===== config.mk =====
export PLATFORM = sky130hd
export DESIGN_NAME = irsl_link
export DESIGN_NICKNAME = d
export VERILOG_FILES = /design/src/hdl/irsl_pkg.sv /design/src/hdl/irsl_fifo.sv /design/src/hdl/irsl_link.sv
export SDC_FILE = /design/constraint.sdc
export NUM_CORES = 2
export LEC_CHECK = 0
export BUFFER_PORTS_ARGS = -buffer_cell sky130_fd_sc_hd__buf_2
export CAP_MARGIN = 15
export CORE_AREA = 3 3 311 313
export DETAILED_ROUTE_END_ITERATION = 10
export DIE_AREA = 0 0 314 316
export GPL_ROUTABILITY_DRIVEN = 1
export GPL_TIMING_DRIVEN = 0
export PLACE_DENSITY = 0.81
export REMOVE_ABC_BUFFERS = 1
export SYNTH_ARGS = -nofsm -noshare
export SYNTH_HDL_FRONTEND = slang
export SYNTH_SLANG_ARGS = --single-unit

===== constraint.sdc =====
create_clock -name hclk -period 4.3 [get_ports hclk]
set_clock_uncertainty 0.15 [all_clocks]
set_input_delay 0.86 -clock hclk [delete_from_list [all_inputs] [get_ports hclk]]
set_output_delay 0.86 -clock hclk [all_outputs]
set_load 0.02 [all_outputs]

===== src/hdl/irsl_pkg.sv =====
// package of constants, types and helpers for the infrared secondary link block
package irsl_pkg;

    localparam int unsigned CLK_HZ = 20_000_000;

    // buffering and framing
    localparam int unsigned BUF_DEPTH = 64;
    localparam int unsigned UART_FIFO_DEPTH = 2;
    localparam int unsigned FRAME_PAYLOAD = 64;
    localparam int unsigned FRAME_HDR = 6;
    localparam int unsigned FRAME_TRL = 2;
    localparam int unsigned FRAME_OVERHEAD = FRAME_HDR + FRAME_TRL;
    localparam int unsigned FRAME_TOTAL = FRAME_PAYLOAD + FRAME_OVERHEAD;

    // timing
    localparam int unsigned TURN_US = 1000;
    localparam int unsigned TURN_CYC = (CLK_HZ / 1_000_000) * TURN_US;
    localparam int unsigned LINK_TIMEOUT_S = 10;
    localparam int unsigned LINK_TIMEOUT_CYC = CLK_HZ * LINK_TIMEOUT_S;
    localparam int unsigned INIT_CYC = 16;

    // infrared rates
    localparam int unsigned IR_DEFAULT_BAUD = 9600;
    localparam int unsigned IR_MAX_BAUD = 115_200;
    localparam logic [2:0] RATE_DEFAULT = 3'h0;
    localparam logic [2:0] RATE_MAX = 3'h4;

    // discovery slot answered
    localparam logic [2:0] SLOT_RESP = 3'h2;

    // frame bytes
    localparam logic [7:0] HDR_BOF = 8'hc0;
    localparam logic [7:0] TRL_EOF = 8'hc1;
    localparam logic [7:0] TRL_FCS = 8'h00;
    localparam logic [7:0] HDR_PAD = 8'h00;
    localparam logic [7:0] LINK_ADDR = 8'h01;
    localparam int unsigned CTL_ACK_BIT = 0;
    localparam int unsigned CTL_CLOSE_BIT = 1;
    localparam int unsigned CTL_DISC_BIT = 2;

    // register map, byte addresses
    localparam logic [7:0] REG_CTRL = 8'h00;
    localparam logic [7:0] REG_STATUS = 8'h04;
    localparam logic [7:0] REG_LEVEL = 8'h08;
    localparam logic [7:0] REG_ERR = 8'h0c;
    localparam int unsigned CTRL_EN_BIT = 0;
    localparam logic CTRL_EN_RST = 1'b1;
    localparam int unsigned ST_CONN_BIT = 0;
    localparam int unsigned ST_CTSN_BIT = 1;
    localparam int unsigned ST_DSR_BIT = 2;
    localparam int unsigned ST_RATE_LSB = 4;
    localparam int unsigned ST_STATE_LSB = 8;
    localparam int unsigned LVL_SER_LSB = 8;
    localparam int unsigned ERR_CRC_LSB = 8;
    localparam int unsigned ERR_NACK_LSB = 16;

    typedef enum logic [1:0] {
        KIND_DATA = 2'b00,
        KIND_CLOSE = 2'b01,
        KIND_DISC = 2'b10
    } irsl_kind_t;

    typedef enum logic [1:0] {
        RESP_DATA = 2'b00,
        RESP_CLOSE = 2'b01,
        RESP_DISC = 2'b10
    } irsl_resp_t;

    typedef enum logic [2:0] {
        ST_DISC = 3'b000,
        ST_CONN = 3'b001,
        ST_RX = 3'b010,
        ST_TURN = 3'b011,
        ST_TX = 3'b100
    } irsl_state_t;

    // one beat from the infrared decoder; crc_ok, kind, slot, peer_ack valid on eof
    typedef struct packed {
        logic sof;
        logic eof;
        logic has_data;
        logic crc_ok;
        logic peer_ack;
        irsl_kind_t kind;
        logic [2:0] slot;
        logic [7:0] data;
    } irsl_rx_t;

    // one byte to the infrared encoder
    typedef struct packed {
        logic sof;
        logic eof;
        logic [7:0] data;
    } irsl_tx_t;

    function automatic logic [15:0] irsl_ir_div(input logic [2:0] code);
        case (code)
            3'h0: irsl_ir_div = 16'(CLK_HZ / IR_DEFAULT_BAUD);
            3'h1: irsl_ir_div = 16'(CLK_HZ / 19_200);
            3'h2: irsl_ir_div = 16'(CLK_HZ / 38_400);
            3'h3: irsl_ir_div = 16'(CLK_HZ / 57_600);
            default: irsl_ir_div = 16'(CLK_HZ / IR_MAX_BAUD);
        endcase
    endfunction : irsl_ir_div

    function automatic logic [15:0] irsl_ser_div(input logic [1:0] code);
        case (code)
            2'h0: irsl_ser_div = 16'(CLK_HZ / 9600);
            2'h1: irsl_ser_div = 16'(CLK_HZ / 19_200);
            2'h2: irsl_ser_div = 16'(CLK_HZ / 57_600);
            default: irsl_ser_div = 16'(CLK_HZ / 115_200);
        endcase
    endfunction : irsl_ser_div

endpackage : irsl_pkg


===== src/hdl/irsl_fifo.sv =====
// synchronous first-in first-out byte buffer with valid/ready on both sides
`timescale 1ns/100ps
`default_nettype none
module irsl_fifo #(
    parameter int unsigned WIDTH = 8,
    parameter int unsigned DEPTH = 64,
    localparam int unsigned AW = (DEPTH > 1) ? $clog2(DEPTH) : 1,
    localparam int unsigned CW = $clog2(DEPTH + 1)
) (
    input wire logic hclk,
    input wire logic hresetn,
    input wire logic in_valid,
    output logic in_ready,
    input wire logic [WIDTH-1:0] in_data,
    output logic out_valid,
    input wire logic out_ready,
    output logic [WIDTH-1:0] out_data,
    output logic [CW-1:0] count
);
    logic [WIDTH-1:0] mem_q [DEPTH];
    logic [AW-1:0] wr_q, wr_d, rd_q, rd_d;
    logic [CW-1:0] cnt_q, cnt_d;
    logic push, pop;

    assign in_ready = (cnt_q != CW'(DEPTH));
    assign out_valid = (cnt_q != '0);
    assign out_data = mem_q[rd_q];
    assign count = cnt_q;

    always_comb begin
        push = in_valid && in_ready;
        pop = out_valid && out_ready;
        wr_d = wr_q;
        rd_d = rd_q;
        if (push) begin
            wr_d = (wr_q == AW'(DEPTH - 1)) ? '0 : wr_q + 1'b1;
        end
        if (pop) begin
            rd_d = (rd_q == AW'(DEPTH - 1)) ? '0 : rd_q + 1'b1;
        end
        cnt_d = cnt_q + CW'(push) - CW'(pop);
    end

    always_ff @(posedge hclk or negedge hresetn) begin
        if (!hresetn) begin
            wr_q <= '0;
            rd_q <= '0;
            cnt_q <= '0;
        end else begin
            wr_q <= wr_d;
            rd_q <= rd_d;
            cnt_q <= cnt_d;
        end
    end

    // storage carries no reset; only counted entries are ever read
    always_ff @(posedge hclk) begin
        if (push) begin
            mem_q[wr_q] <= in_data;
        end
    end

endmodule : irsl_fifo
`default_nettype wire


===== src/hdl/irsl_link.sv =====
// connected-state link control of the infrared secondary, with its AHB-Lite registers
//
// The register addresses and the AHB-Lite register port are this design's own decisions.
`timescale 1ns/100ps
`default_nettype none
module irsl_link
    import irsl_pkg::*;
#(
    parameter int unsigned TURN_CYCLES = TURN_CYC,
    parameter int unsigned TIMEOUT_CYCLES = LINK_TIMEOUT_CYC
) (
    input wire logic hclk,
    input wire logic hresetn,
    input wire logic hsel,
    input wire logic [31:0] haddr,
    input wire logic [1:0] htrans,
    input wire logic hwrite,
    input wire logic [2:0] hsize,
    input wire logic [31:0] hwdata,
    input wire logic hready,
    output logic hreadyout,
    output logic hresp,
    output logic [31:0] hrdata,
    input wire logic ir_rx_valid,
    input wire irsl_rx_t ir_rx,
    output logic ir_rx_ready,
    output logic ir_tx_valid,
    output irsl_tx_t ir_tx,
    input wire logic ir_tx_ready,
    input wire logic link_open,
    input wire logic [2:0] link_rate_sel,
    input wire logic ser_in_valid,
    input wire logic [7:0] ser_in_data,
    output logic host_out_valid,
    output logic [7:0] host_out_data,
    input wire logic host_out_ready,
    input wire logic [1:0] serial_rate_select_pins,
    output logic [15:0] ir_bit_div,
    output logic [15:0] serial_bit_div,
    output logic cts_n,
    output logic dsr,
    output logic carrier_detect
);
    localparam logic [15:0] TURN_LAST = 16'(TURN_CYCLES - 1);
    localparam logic [31:0] TO_LAST = 32'(TIMEOUT_CYCLES - 1);
    localparam int unsigned CW = $clog2(BUF_DEPTH + 1);

    ////////////////////////////////////////////////////////////////////////////
    // buffers
    logic ir_in_valid, ir_in_ready, uart_in_ready, uart_out_valid, uart_out_ready;
    logic ser_in_v, ser_buf_ready, ser_out_valid, ser_pop, fill_ok;
    logic [7:0] uart_out_data, ser_out_data;
    logic [CW-1:0] ir_count, ser_count;

    irsl_fifo #(.WIDTH(8), .DEPTH(BUF_DEPTH)) u_ir_buf (
        .hclk(hclk), .hresetn(hresetn),
        .in_valid(ir_in_valid), .in_ready(ir_in_ready), .in_data(ir_rx.data),
        .out_valid(host_out_valid), .out_ready(host_out_ready),
        .out_data(host_out_data), .count(ir_count)
    );

    // two-entry front fifo absorbs bytes the host sends after cts went inactive
    irsl_fifo #(.WIDTH(8), .DEPTH(UART_FIFO_DEPTH)) u_uart_fifo (
        .hclk(hclk), .hresetn(hresetn),
        .in_valid(ser_in_valid), .in_ready(uart_in_ready), .in_data(ser_in_data),
        .out_valid(uart_out_valid), .out_ready(uart_out_ready),
        .out_data(uart_out_data), .count()
    );

    irsl_fifo #(.WIDTH(8), .DEPTH(BUF_DEPTH)) u_ser_buf (
        .hclk(hclk), .hresetn(hresetn),
        .in_valid(ser_in_v), .in_ready(ser_buf_ready), .in_data(uart_out_data),
        .out_valid(ser_out_valid), .out_ready(ser_pop),
        .out_data(ser_out_data), .count(ser_count)
    );

    ////////////////////////////////////////////////////////////////////////////
    // link state
    irsl_state_t state_q, state_d;
    irsl_resp_t resp_q, resp_d;
    logic conn_q, conn_d, ack_q, ack_d, txv_q, txv_d, en_q, dsr_q, dsr_d;
    logic [15:0] turn_q, turn_d, irdiv_q, serdiv_q;
    logic [31:0] idle_q, idle_d;
    logic [2:0] rate_q, rate_d, rate_req;
    logic [6:0] len_q, len_d, idx_q, idx_d, total;
    logic [4:0] init_q, init_d;
    irsl_tx_t txb_q, txb_d;
    logic rx_take, crc_inc, nack_inc, drop_inc, load;

    // serial buffer only fills in plain connected idle, never mid-frame
    assign fill_ok = conn_q && (state_q == ST_CONN);
    assign ser_in_v = uart_out_valid && fill_ok;
    assign uart_out_ready = ser_buf_ready && fill_ok;
    assign drop_inc = ser_in_valid && !uart_in_ready;
    // cts is local: dsr up, link up, no infrared activity, serial buffer with room
    assign cts_n = !(dsr_q && fill_ok && ser_buf_ready);
    assign carrier_detect = conn_q;
    assign dsr = dsr_q;
    assign ir_tx_valid = txv_q;
    assign ir_tx = txb_q;
    assign ir_bit_div = irdiv_q;
    assign serial_bit_div = serdiv_q;
    assign ir_in_valid = rx_take && ir_rx.has_data && conn_q;
    // payload stalls the decoder when the infrared buffer is full
    assign ir_rx_ready = en_q && ((state_q == ST_DISC) || (state_q == ST_CONN)
        || (state_q == ST_RX)) && !(ir_rx.has_data && conn_q && !ir_in_ready);
    assign rx_take = ir_rx_valid && ir_rx_ready;
    assign rate_req = (link_rate_sel > RATE_MAX) ? RATE_MAX : link_rate_sel;
    assign total = 7'(FRAME_HDR + FRAME_TRL) + len_q;
    assign load = (state_q == ST_TX) && (!txv_q || ir_tx_ready) && (idx_q != total);
    assign ser_pop = load && (idx_q >= 7'(FRAME_HDR)) && (idx_q < total - 7'(FRAME_TRL));

    always_comb begin
        init_d = init_q;
        dsr_d = dsr_q;
        if (init_q != 5'(INIT_CYC)) begin
            init_d = init_q + 1'b1;
        end else begin
            dsr_d = 1'b1;
        end
    end

    always_comb begin
        state_d = state_q;
        conn_d = conn_q;
        resp_d = resp_q;
        ack_d = ack_q;
        turn_d = turn_q;
        idle_d = idle_q;
        rate_d = rate_q;
        len_d = len_q;
        idx_d = idx_q;
        txv_d = txv_q;
        txb_d = txb_q;
        crc_inc = 1'b0;
        nack_inc = 1'b0;
        if (conn_q && (idle_q != TO_LAST)) begin
            idle_d = idle_q + 1'b1;
        end
        if (txv_q && ir_tx_ready) begin
            txv_d = 1'b0;
        end
        case (state_q)
            ST_DISC, ST_CONN, ST_RX: begin
                if ((state_q == ST_DISC) && link_open && en_q) begin
                    conn_d = 1'b1;
                    rate_d = rate_req;
                    idle_d = '0;
                    state_d = ST_CONN;
                end else if (rx_take && ir_rx.eof) begin
                    state_d = ST_TURN;
                    turn_d = TURN_LAST;
                    ack_d = ir_rx.crc_ok;
                    crc_inc = !ir_rx.crc_ok;
                    if (conn_q) begin
                        idle_d = '0;
                        nack_inc = ir_rx.crc_ok && !ir_rx.peer_ack;
                        resp_d = (ir_rx.crc_ok && ir_rx.kind == KIND_CLOSE) ?
                            RESP_CLOSE : RESP_DATA;
                    end else if (ir_rx.crc_ok && ir_rx.kind == KIND_DISC
                        && ir_rx.slot == SLOT_RESP) begin
                        resp_d = RESP_DISC;
                    end else begin
                        state_d = ST_DISC;
                    end
                end else if (rx_take) begin
                    state_d = ST_RX;
                end
                if (conn_q && (idle_q == TO_LAST) && (state_q != ST_DISC)) begin
                    conn_d = 1'b0;
                    rate_d = RATE_DEFAULT;
                    state_d = ST_DISC;
                end
            end
            ST_TURN: begin
                // 1 ms is far above one bit time at any rate, so it covers the gap
                if (turn_q == '0) begin
                    state_d = ST_TX;
                    idx_d = '0;
                    len_d = '0;
                    if (conn_q && resp_q == RESP_DATA) begin
                        len_d = (ser_count > CW'(FRAME_PAYLOAD)) ?
                            7'(FRAME_PAYLOAD) : 7'(ser_count);
                    end
                end else begin
                    turn_d = turn_q - 1'b1;
                end
            end
            ST_TX: begin
                if (load) begin
                    txv_d = 1'b1;
                    idx_d = idx_q + 1'b1;
                    txb_d.sof = (idx_q == '0);
                    txb_d.eof = (idx_q == total - 1'b1);
                    if (ser_pop) begin
                        txb_d.data = ser_out_data;
                    end else if (idx_q == total - 1'b1) begin
                        txb_d.data = TRL_EOF;
                    end else if (idx_q == total - 7'd2) begin
                        txb_d.data = TRL_FCS;
                    end else begin
                        case (idx_q)
                            7'd0: txb_d.data = HDR_BOF;
                            7'd1: txb_d.data = LINK_ADDR;
                            7'd2: begin
                                txb_d.data = '0;
                                txb_d.data[CTL_ACK_BIT] = ack_q;
                                txb_d.data[CTL_CLOSE_BIT] = (resp_q == RESP_CLOSE);
                                txb_d.data[CTL_DISC_BIT] = (resp_q == RESP_DISC);
                            end
                            7'd3: txb_d.data = {1'b0, len_q};
                            7'd4: txb_d.data = {5'h00, rate_q};
                            default: txb_d.data = HDR_PAD;
                        endcase
                    end
                end else if ((idx_q == total) && !txv_q) begin
                    // last byte gone: only now may the receiver be opened again
                    state_d = ST_CONN;
                    if (!conn_q || resp_q != RESP_DATA) begin
                        conn_d = 1'b0;
                        rate_d = RATE_DEFAULT;
                        state_d = ST_DISC;
                    end
                end
            end
            default: state_d = ST_DISC;
        endcase
        if (!en_q) begin
            state_d = ST_DISC;
            conn_d = 1'b0;
            rate_d = RATE_DEFAULT;
            txv_d = 1'b0;
        end
    end

    always_ff @(posedge hclk or negedge hresetn) begin
        if (!hresetn) begin
            state_q <= ST_DISC;
            resp_q <= RESP_DATA;
            conn_q <= 1'b0;
            ack_q <= 1'b0;
            txv_q <= 1'b0;
            txb_q <= '0;
            turn_q <= '0;
            idle_q <= '0;
            rate_q <= RATE_DEFAULT;
            len_q <= '0;
            idx_q <= '0;
            init_q <= '0;
            dsr_q <= 1'b0;
            irdiv_q <= '0;
            serdiv_q <= '0;
        end else begin
            state_q <= state_d;
            resp_q <= resp_d;
            conn_q <= conn_d;
            ack_q <= ack_d;
            txv_q <= txv_d;
            txb_q <= txb_d;
            turn_q <= turn_d;
            idle_q <= idle_d;
            rate_q <= rate_d;
            len_q <= len_d;
            idx_q <= idx_d;
            init_q <= init_d;
            dsr_q <= dsr_d;
            irdiv_q <= irsl_ir_div(rate_q);
            serdiv_q <= irsl_ser_div(serial_rate_select_pins);
        end
    end

    ////////////////////////////////////////////////////////////////////////////
    // AHB-Lite slave: zero wait states, always OKAY, read data taken at address phase
    logic take, wr_q, wr_d, en_d;
    logic [7:0] addr_q, addr_d, drop_q, drop_d, crc_q, crc_d, nack_q, nack_d;
    logic [31:0] rdata_q, rdata_d, rmux;

    assign hreadyout = 1'b1;
    assign hresp = 1'b0;
    assign hrdata = rdata_q;
    assign take = hsel && htrans[1] && hready;

    always_comb begin
        rmux = '0;
        case (haddr[7:0])
            REG_CTRL: rmux[CTRL_EN_BIT] = en_q;
            REG_STATUS: begin
                rmux[ST_CONN_BIT] = conn_q;
                rmux[ST_CTSN_BIT] = cts_n;
                rmux[ST_DSR_BIT] = dsr_q;
                rmux[ST_RATE_LSB +: 3] = rate_q;
                rmux[ST_STATE_LSB +: 3] = state_q;
            end
            REG_LEVEL: rmux = {16'h0000, 1'b0, ser_count, 1'b0, ir_count};
            REG_ERR: rmux = {8'h00, nack_q, crc_q, drop_q};
            default: rmux = '0;
        endcase
        wr_d = take && hwrite;
        addr_d = take ? haddr[7:0] : addr_q;
        rdata_d = (take && !hwrite) ? rmux : rdata_q;
        en_d = en_q;
        drop_d = drop_q;
        crc_d = crc_q;
        nack_d = nack_q;
        if (wr_q && addr_q == REG_CTRL) begin
            en_d = hwdata[CTRL_EN_BIT];
        end
        // any write to the error register clears it; a new event in that cycle wins
        if (wr_q && addr_q == REG_ERR) begin
            drop_d = '0;
            crc_d = '0;
            nack_d = '0;
        end
        if (drop_inc && drop_d != 8'hff) begin
            drop_d = drop_d + 1'b1;
        end
        if (crc_inc && crc_d != 8'hff) begin
            crc_d = crc_d + 1'b1;
        end
        if (nack_inc && nack_d != 8'hff) begin
            nack_d = nack_d + 1'b1;
        end
    end

    always_ff @(posedge hclk or negedge hresetn) begin
        if (!hresetn) begin
            wr_q <= 1'b0;
            addr_q <= '0;
            rdata_q <= '0;
            en_q <= CTRL_EN_RST;
            drop_q <= '0;
            crc_q <= '0;
            nack_q <= '0;
        end else begin
            wr_q <= wr_d;
            addr_q <= addr_d;
            rdata_q <= rdata_d;
            en_q <= en_d;
            drop_q <= drop_d;
            crc_q <= crc_d;
            nack_q <= nack_d;
        end
    end

endmodule : irsl_link
`default_nettype wire


* Yosys cells after proc, flatten, opt, wreduce, memory -nomap -nowiden *
Memory sizes are Yosys's and may differ from the RTL's.
Index checks and enable logic that the tools add are counted.

word-level totals
  register bits after elaboration = 229
  latch bits = 0
  bits in writable memories = 1040
  ROM bits = 0
  bits of input ports = 110
  output and inout bits = 90
  word-level logic and storage cells = 283
  memories = 3

memories
  memory             depth  width  read ports  clocked after memory_dff  wr ports  RTL line         source
  u_ir_buf.mem_q     64     8      1           0                         1         irsl_fifo.sv:20  logic [WIDTH-1:0] mem_q [DEPTH];
  u_ser_buf.mem_q    64     8      1           0                         1         irsl_fifo.sv:20
  u_uart_fifo.mem_q  2      8      1           0                         1         irsl_fifo.sv:20

cells by class
  $add $sub $neg = 22
  multiply operators = 0
  div/mod/pow operators = 0
  magnitude comparators = 4
  eq/ne operators = 51
  shift operators = 0
  multiplexer cells = 86
  bitwise logic cells = 1
  reductions and logical operators = 83

operator list
  operator                                                                   count
  32-bit 2-to-1 mux                                                          5
  8-bit 2-to-1 mux                                                           9
  16-bit 2-to-1 mux                                                          3
  12-bit one-hot mux with 4 select lines                                     1
  1-bit logical AND                                                          45
  3-bit 2-to-1 mux                                                           15
  8-bit one-hot mux with 5 select lines                                      1
  12-bit one-hot mux with 3 select lines                                     1
  32-bit by 1-bit adder with 32-bit output, second input constant            1
  32-bit by 28-bit equality test with 1-bit output, second input constant    1
  32-bit by 28-bit inequality test with 1-bit output, second input constant  1
  16-bit one-hot mux with 2 select lines                                     1
  1-bit 2-to-1 mux                                                           28
  7-bit 2-to-1 mux                                                           4
  3-bit one-hot mux with 3 select lines                                      3
  13-bit one-hot mux with 2 select lines                                     1
  6-bit by 1-bit adder with 6-bit output, second input constant              4
  8-bit by 1-bit adder with 8-bit output, second input constant              3
  6-bit equality test, second input constant                                 4
  8-bit by 4-bit equality test with 1-bit output, second input constant      3
  6-bit 2-to-1 mux                                                           4
  8-bit inequality test, second input constant                               3
  7-bit equality test                                                        3
  16-bit zero test                                                           1
  54 further kinds                                                           102

* Longest topological paths before layout *
  word-level depth = 12
  mapped depth = 20
  mapped depth without buffers = 20

* Cells and area by module *
Synthesis repeated with hierarchy kept, for this count alone.

unflattened totals
  cells, all modules = 3150
  area, all modules = 51894.8 µm²

modules (own cells, without submodules)
  module                    times used  cells an instance  area each (µm²)  seq. area each (µm²)
  irsl_fifo at u_ir_buf     1           1082               21064.0          15850.2
  irsl_fifo at u_ser_buf    1           1046               20945.1          15850.2
  irsl_link                 1           977                9087.5           4155.2
  irsl_fifo at u_uart_fifo  1           45                 798.3            580.6

* Worst setup path before layout *
OpenSTA, ideal clock, no wires.

  kind = reg2reg
  from = register len_q[3]
  to = register u_ser_buf.cnt_q[6] (netlist: u_ser_buf.count[6])
  library setup time = 0.080 ns
  arrival time = 3.661 ns
  data required time = 4.070 ns
  slack = 0.409 ns
  cell stages (with the launch flop) = 21
  buffers on the path = 0
  period minus slack after synthesis = 3.891 ns
  cell sequence = dfrtp_1 -> ha_1 -> xor2_1 -> nor2_1 -> nand2_1 -> xnor2_1 -> ha_1 -> nand4_1 -> a21o_1 -> o211ai_1 -> nor3_2 -> ha_1 -> inv_1 -> ha_1 -> fa_1 -> a21oi_1 -> nor2_1 -> o21ai_0 -> a21oi_1 -> nor2_1 -> xnor2_1

on the way
  word-level cells in the longest chain between the ends = 7
  elaborated cells between the ends (all ways) = 9
  classes of those cells = add/sub (3); order compare (1); eq/ne (1); reduce/logical (4)

RTL lines
  what                                                                                                 RTL line          source
  from (decl)                                                                                          irsl_link.sv:85   logic [6:0] len_q, len_d, idx_q, idx_d, total;
  from (signal assigned)                                                                               irsl_link.sv:263  len_q <= len_d;
  4-bit by 7-bit adder with 7-bit output (*)                                                           irsl_link.sv:109  assign total = 7'(FRAME_HDR + FRAME_TRL) + len_q;
  parallel branches: the longest is 3 deep, another holds 7-bit by 2-bit subtractor with 7-bit output  -
  1-bit logical AND (*)                                                                                irsl_link.sv:111  assign ser_pop = load && (idx_q >= 7'(FRAME_HDR)) && (idx_q < total - 7'(FRAME_TRL));
  1-bit logical AND (*)                                                                                irsl_fifo.sv:32   pop = out_valid && out_ready;
  via u_ser_buf.pop                                                                                    irsl_fifo.sv:23   logic push, pop;
  7-bit by 1-bit subtractor with 7-bit output (*)                                                      irsl_fifo.sv:41   cnt_d = cnt_q + CW'(push) - CW'(pop);
  via u_ser_buf.cnt_d[6]                                                                               irsl_fifo.sv:22   logic [CW-1:0] cnt_q, cnt_d;
  to (signal assigned)                                                                                 irsl_fifo.sv:52   cnt_q <= cnt_d;
  to (decl)                                                                                            irsl_fifo.sv:22

Mark *: on every way through the listed nets, which the timed path passes.
A chain may end at the register's enable or synchronous reset.

* Final worst setup path *
  from = register u_ir_buf.rd_q[0]
  to = output port host_out_data[6]

on the way
  word-level cells in the longest chain between the ends = 1

RTL lines
  what                    RTL line         source
  from (decl)             irsl_fifo.sv:21  logic [AW-1:0] wr_q, wr_d, rd_q, rd_d;
  from (signal assigned)  irsl_fifo.sv:51  rd_q <= rd_d;
  memory read 64 x 8 bit  -
  to (decl)               irsl_link.sv:35  output logic [7:0] host_out_data,

Every way passes these cells.

==> results.toml <==
[synth]
synth_cells = 2981
yosys.area.top_type = "edfxtp_1"
synth-seq-area-share_pct = 70.6
ys_seq_elements = 1248
syn_area_um2 = 51600
ys_top_cells_by_area = "edfxtp_1 61%, mux4_2 11%, dfrtp_1 10%, mux2i_1 1.9%, nor2_1 1.7%"
yosysWarnings = 0
syn_area_per_cell_um2 = 17.3
ys_top_cells_by_count = "1,040 x edfxtp_1, 258 x mux4_2, 236 x nor2_1"
netlist.area_leader.share_pct = 60.5
async_flop_share_pct = 16.7
yosys_most_used_dff = "edfxtp_1"
synth_cell_types = 89
synth_edf_count = 1040
synth_most_common_cell = "edfxtp_1"

[sta]
setup_tns_ns = -1.23
fin_crit_sh_pct = 105
slew_viol_final = 0
period_minus_slack_ns = 4.53
tightest_slew_ns = 1.28
clock.fmax_ghz = 0.221
setup_violations = 23
rsz0062_at_grt = "yes"
hold_viol_final = 0
layout_setup_ws_ns = -0.230
slew_headroom_pct = 14.8

[place]
hpwlAfterDp_um = 69400
dpl_cell_area_um2 = 53400
pre_cts_ws_ns = -0.723
routabilityCongestion = 0.862
io_buffers = 120

[grt]
grt_first_pass_wirelength_um = 183000
grt_pass1_vias = 28700
grt_max_degree = 115
overflow = 0
track_usage_pct = 24.5
antenna_found_initial = 1

[final_layout]
postLayoutCellArea_um2 = 58300
fill_cells = 6320
drive_gt1_share_pct = 22.9
nets = 3301
area_delta_synth_final_pct = 12.9
diodes = 0
final_core_util_pct = 61.6

[critical_path]
r2r_start = "carrier_detect$_DFFE_PN0P_"
cp.required_ns = 3.29
critPathCaptureType = "output port"
start_kind = "flop"
crit_arrival_ns = 3.52
startpoint = "u_ir_buf.rd_q[0]$_DFFE_PN0P_"
timing_worst_setup_path_type = "reg -> out"
path_max_fanout = 8

[clocking]
clock-sinks = 1248
cts_made_buffers = 119
cts.clk_slew.worst_paths_ns = 0.06
cts_root_buf = "clkbuf_16"
cts.htree.levels = 3
cts_buffer_depth = 3
cts_tree = "done"
holdBufCountCts = 0
clk_latency_ns = 0.72

[pwr]
p_per_area_nw_per_um2 = 571
ir_worst_vdd_uv = 378
p_total_w = 0.0333
p_leak_nw = 19.5

[die]
rows = 113
ios = 200
dieArea_um2 = 99200
die_h_um = 316
core_area_um2 = 94600
start_util_pct = 54.6
die_x_um = 314

[route]
dr.pass1.iters = 6
ant_nets = 0
drc = 0
dr.first_iter.drc_count = 3821
vias = 28900
wl_um = 123000
viasPerCell = 6.41
wl_per_cell_um = 27.3

[status]
outcome = "complete, but fails checks"
violations = "negative setup slack"

[run]
drv_cap = 0

[hold_path]
hold_path.class = "in -> async"
[per-stage QoR]
stage,cells,hold WS (ns)
after floorplan,2832,0.295
after global placement,4217,0.312
after detailed placement,4231,0.318
after CTS,4474,0.0264
after global routing,4505,0.0439
final,4505,0.0115
[path summary, 6_finish.rpt]
path	cells past startpoint	to	slack, ns
max	6	host_out_data[6]	-0.23
min	1	u_ser_buf.wr_q[0]$_DFFE_PN0P_	0.01
max reg2reg	6	u_ser_buf.mem_q[54][3]$_DFFE_PP_	-0.03
min reg2reg	2	hrdata[15]$_DFFE_PN0P_	0.33
max in group asynchronous	2	u_ir_buf.rd_q[1]$_DFFE_PN0P_	2.82
min in group hclk	1	u_uart_fifo.mem_q[0][4]$_DFFE_PP_	0.19
[final cells by class]
cell class / instances / area [um^2] / area share [%]
repair buffers: 184 / 1820 / 3.13
multi-input cells: 1530 / 14300 / 24.5
inverters: 55 / 206 / 0.354
flip-flops and latches: 1248 / 36500 / 62.6
clock buffers: 146 / 3150 / 5.41
well taps: 1265 / 1580 / 2.72
clock inverters: 77 / 761 / 1.31
[per-layer routing]
metal / vias up / share of wire, % / global-route usage, %
met5: - / 0 / 0
met3: 284 / 8.5 / 4.61
met1: 14900 / 37 / 32.6
met2: 1624 / 51 / 41.0
met4: 0 / 3.8 / 8.37
li1: 12100 / - / -
[worst max-delay path: stages, from the launching register on]
cell,delay [ns]
dfrtp_4,0.47
buf_12,0.17
buf_12,0.15
mux4_2,0.57
mux4_2,0.60
mux4_2,0.64
buf_6,0.19
[timing repair]
action,in CTS,in global routing
hold endpoints to repair,0,0
setup endpoints to repair,79,290
pin swaps,3,2
cloned,7,2
buffers inserted,13,19
resized for setup,32,45
[power by group]
group	switching, W	internal, W	total, W
sequential	0.000679	0.0141	0.0148
clock	0.00455	0.00599	0.0105
combinational	0.00424	0.00374	0.00798
[cell families after synthesis]
family                   after synthesis  share of synthesized area (%)
AO/OA/AOI/OAI                        305                           3.95
XOR/XNOR                              87                           1.51
adder cells (fa/ha/maj)               53                           1.31
buffers and inverters                222                           2.15
flip-flops                          1248                           70.6
multiplexers                         403                           14.2
other                                  2                         0.0146
AND/OR/NAND/NOR                      661                           6.29
[state kept, by name (all words and copies together), names as in the netlist, 3 cells and up]
name and flops:
u_ir_buf.wr_q 6, u_ir_buf.mem_q 512, u_ser_buf.wr_q 6, rate_q 3
crc_q 8, u_ser_buf.mem_q 512, state_q 3, u_ir_buf.rd_q 6
len_q 7, serial_bit_div 9, turn_q 16, ir_tx 10
u_ir_buf.count 7, addr_q 8, u_ser_buf.count 7, idx_q 7
ir_bit_div 10, nack_q 8, u_ser_buf.rd_q 6, drop_q 8
idle_q 32, hrdata 24, u_uart_fifo.mem_q 16, init_q 5
[layout by cell type, fill, tap and decap left out, types with 28 or more instances in the layout]
| cell | n |
|---|---|
| o21ai_0 | 69 |
| a22oi_1 | 28 |
| nor3_1 | 31 |
| buf_2 | 111 |
| edfxtp_1 | 1040 |
| nor2_2 | 39 |
| mux2i_1 | 100 |
| dfrtp_1 | 199 |
| ha_1 | 51 |
| xnor2_1 | 54 |
| mux2_2 | 40 |
| nand4_1 | 28 |
| nor2_1 | 195 |
| nand3_1 | 70 |
| a21oi_1 | 50 |
| mux4_2 | 258 |
| xor2_1 | 32 |
| clkinv_2 | 30 |
| inv_1 | 52 |
| clkbuf_16 | 123 |
| nand2_1 | 134 |
Note: power is estimated with default switching activity, not from simulation.
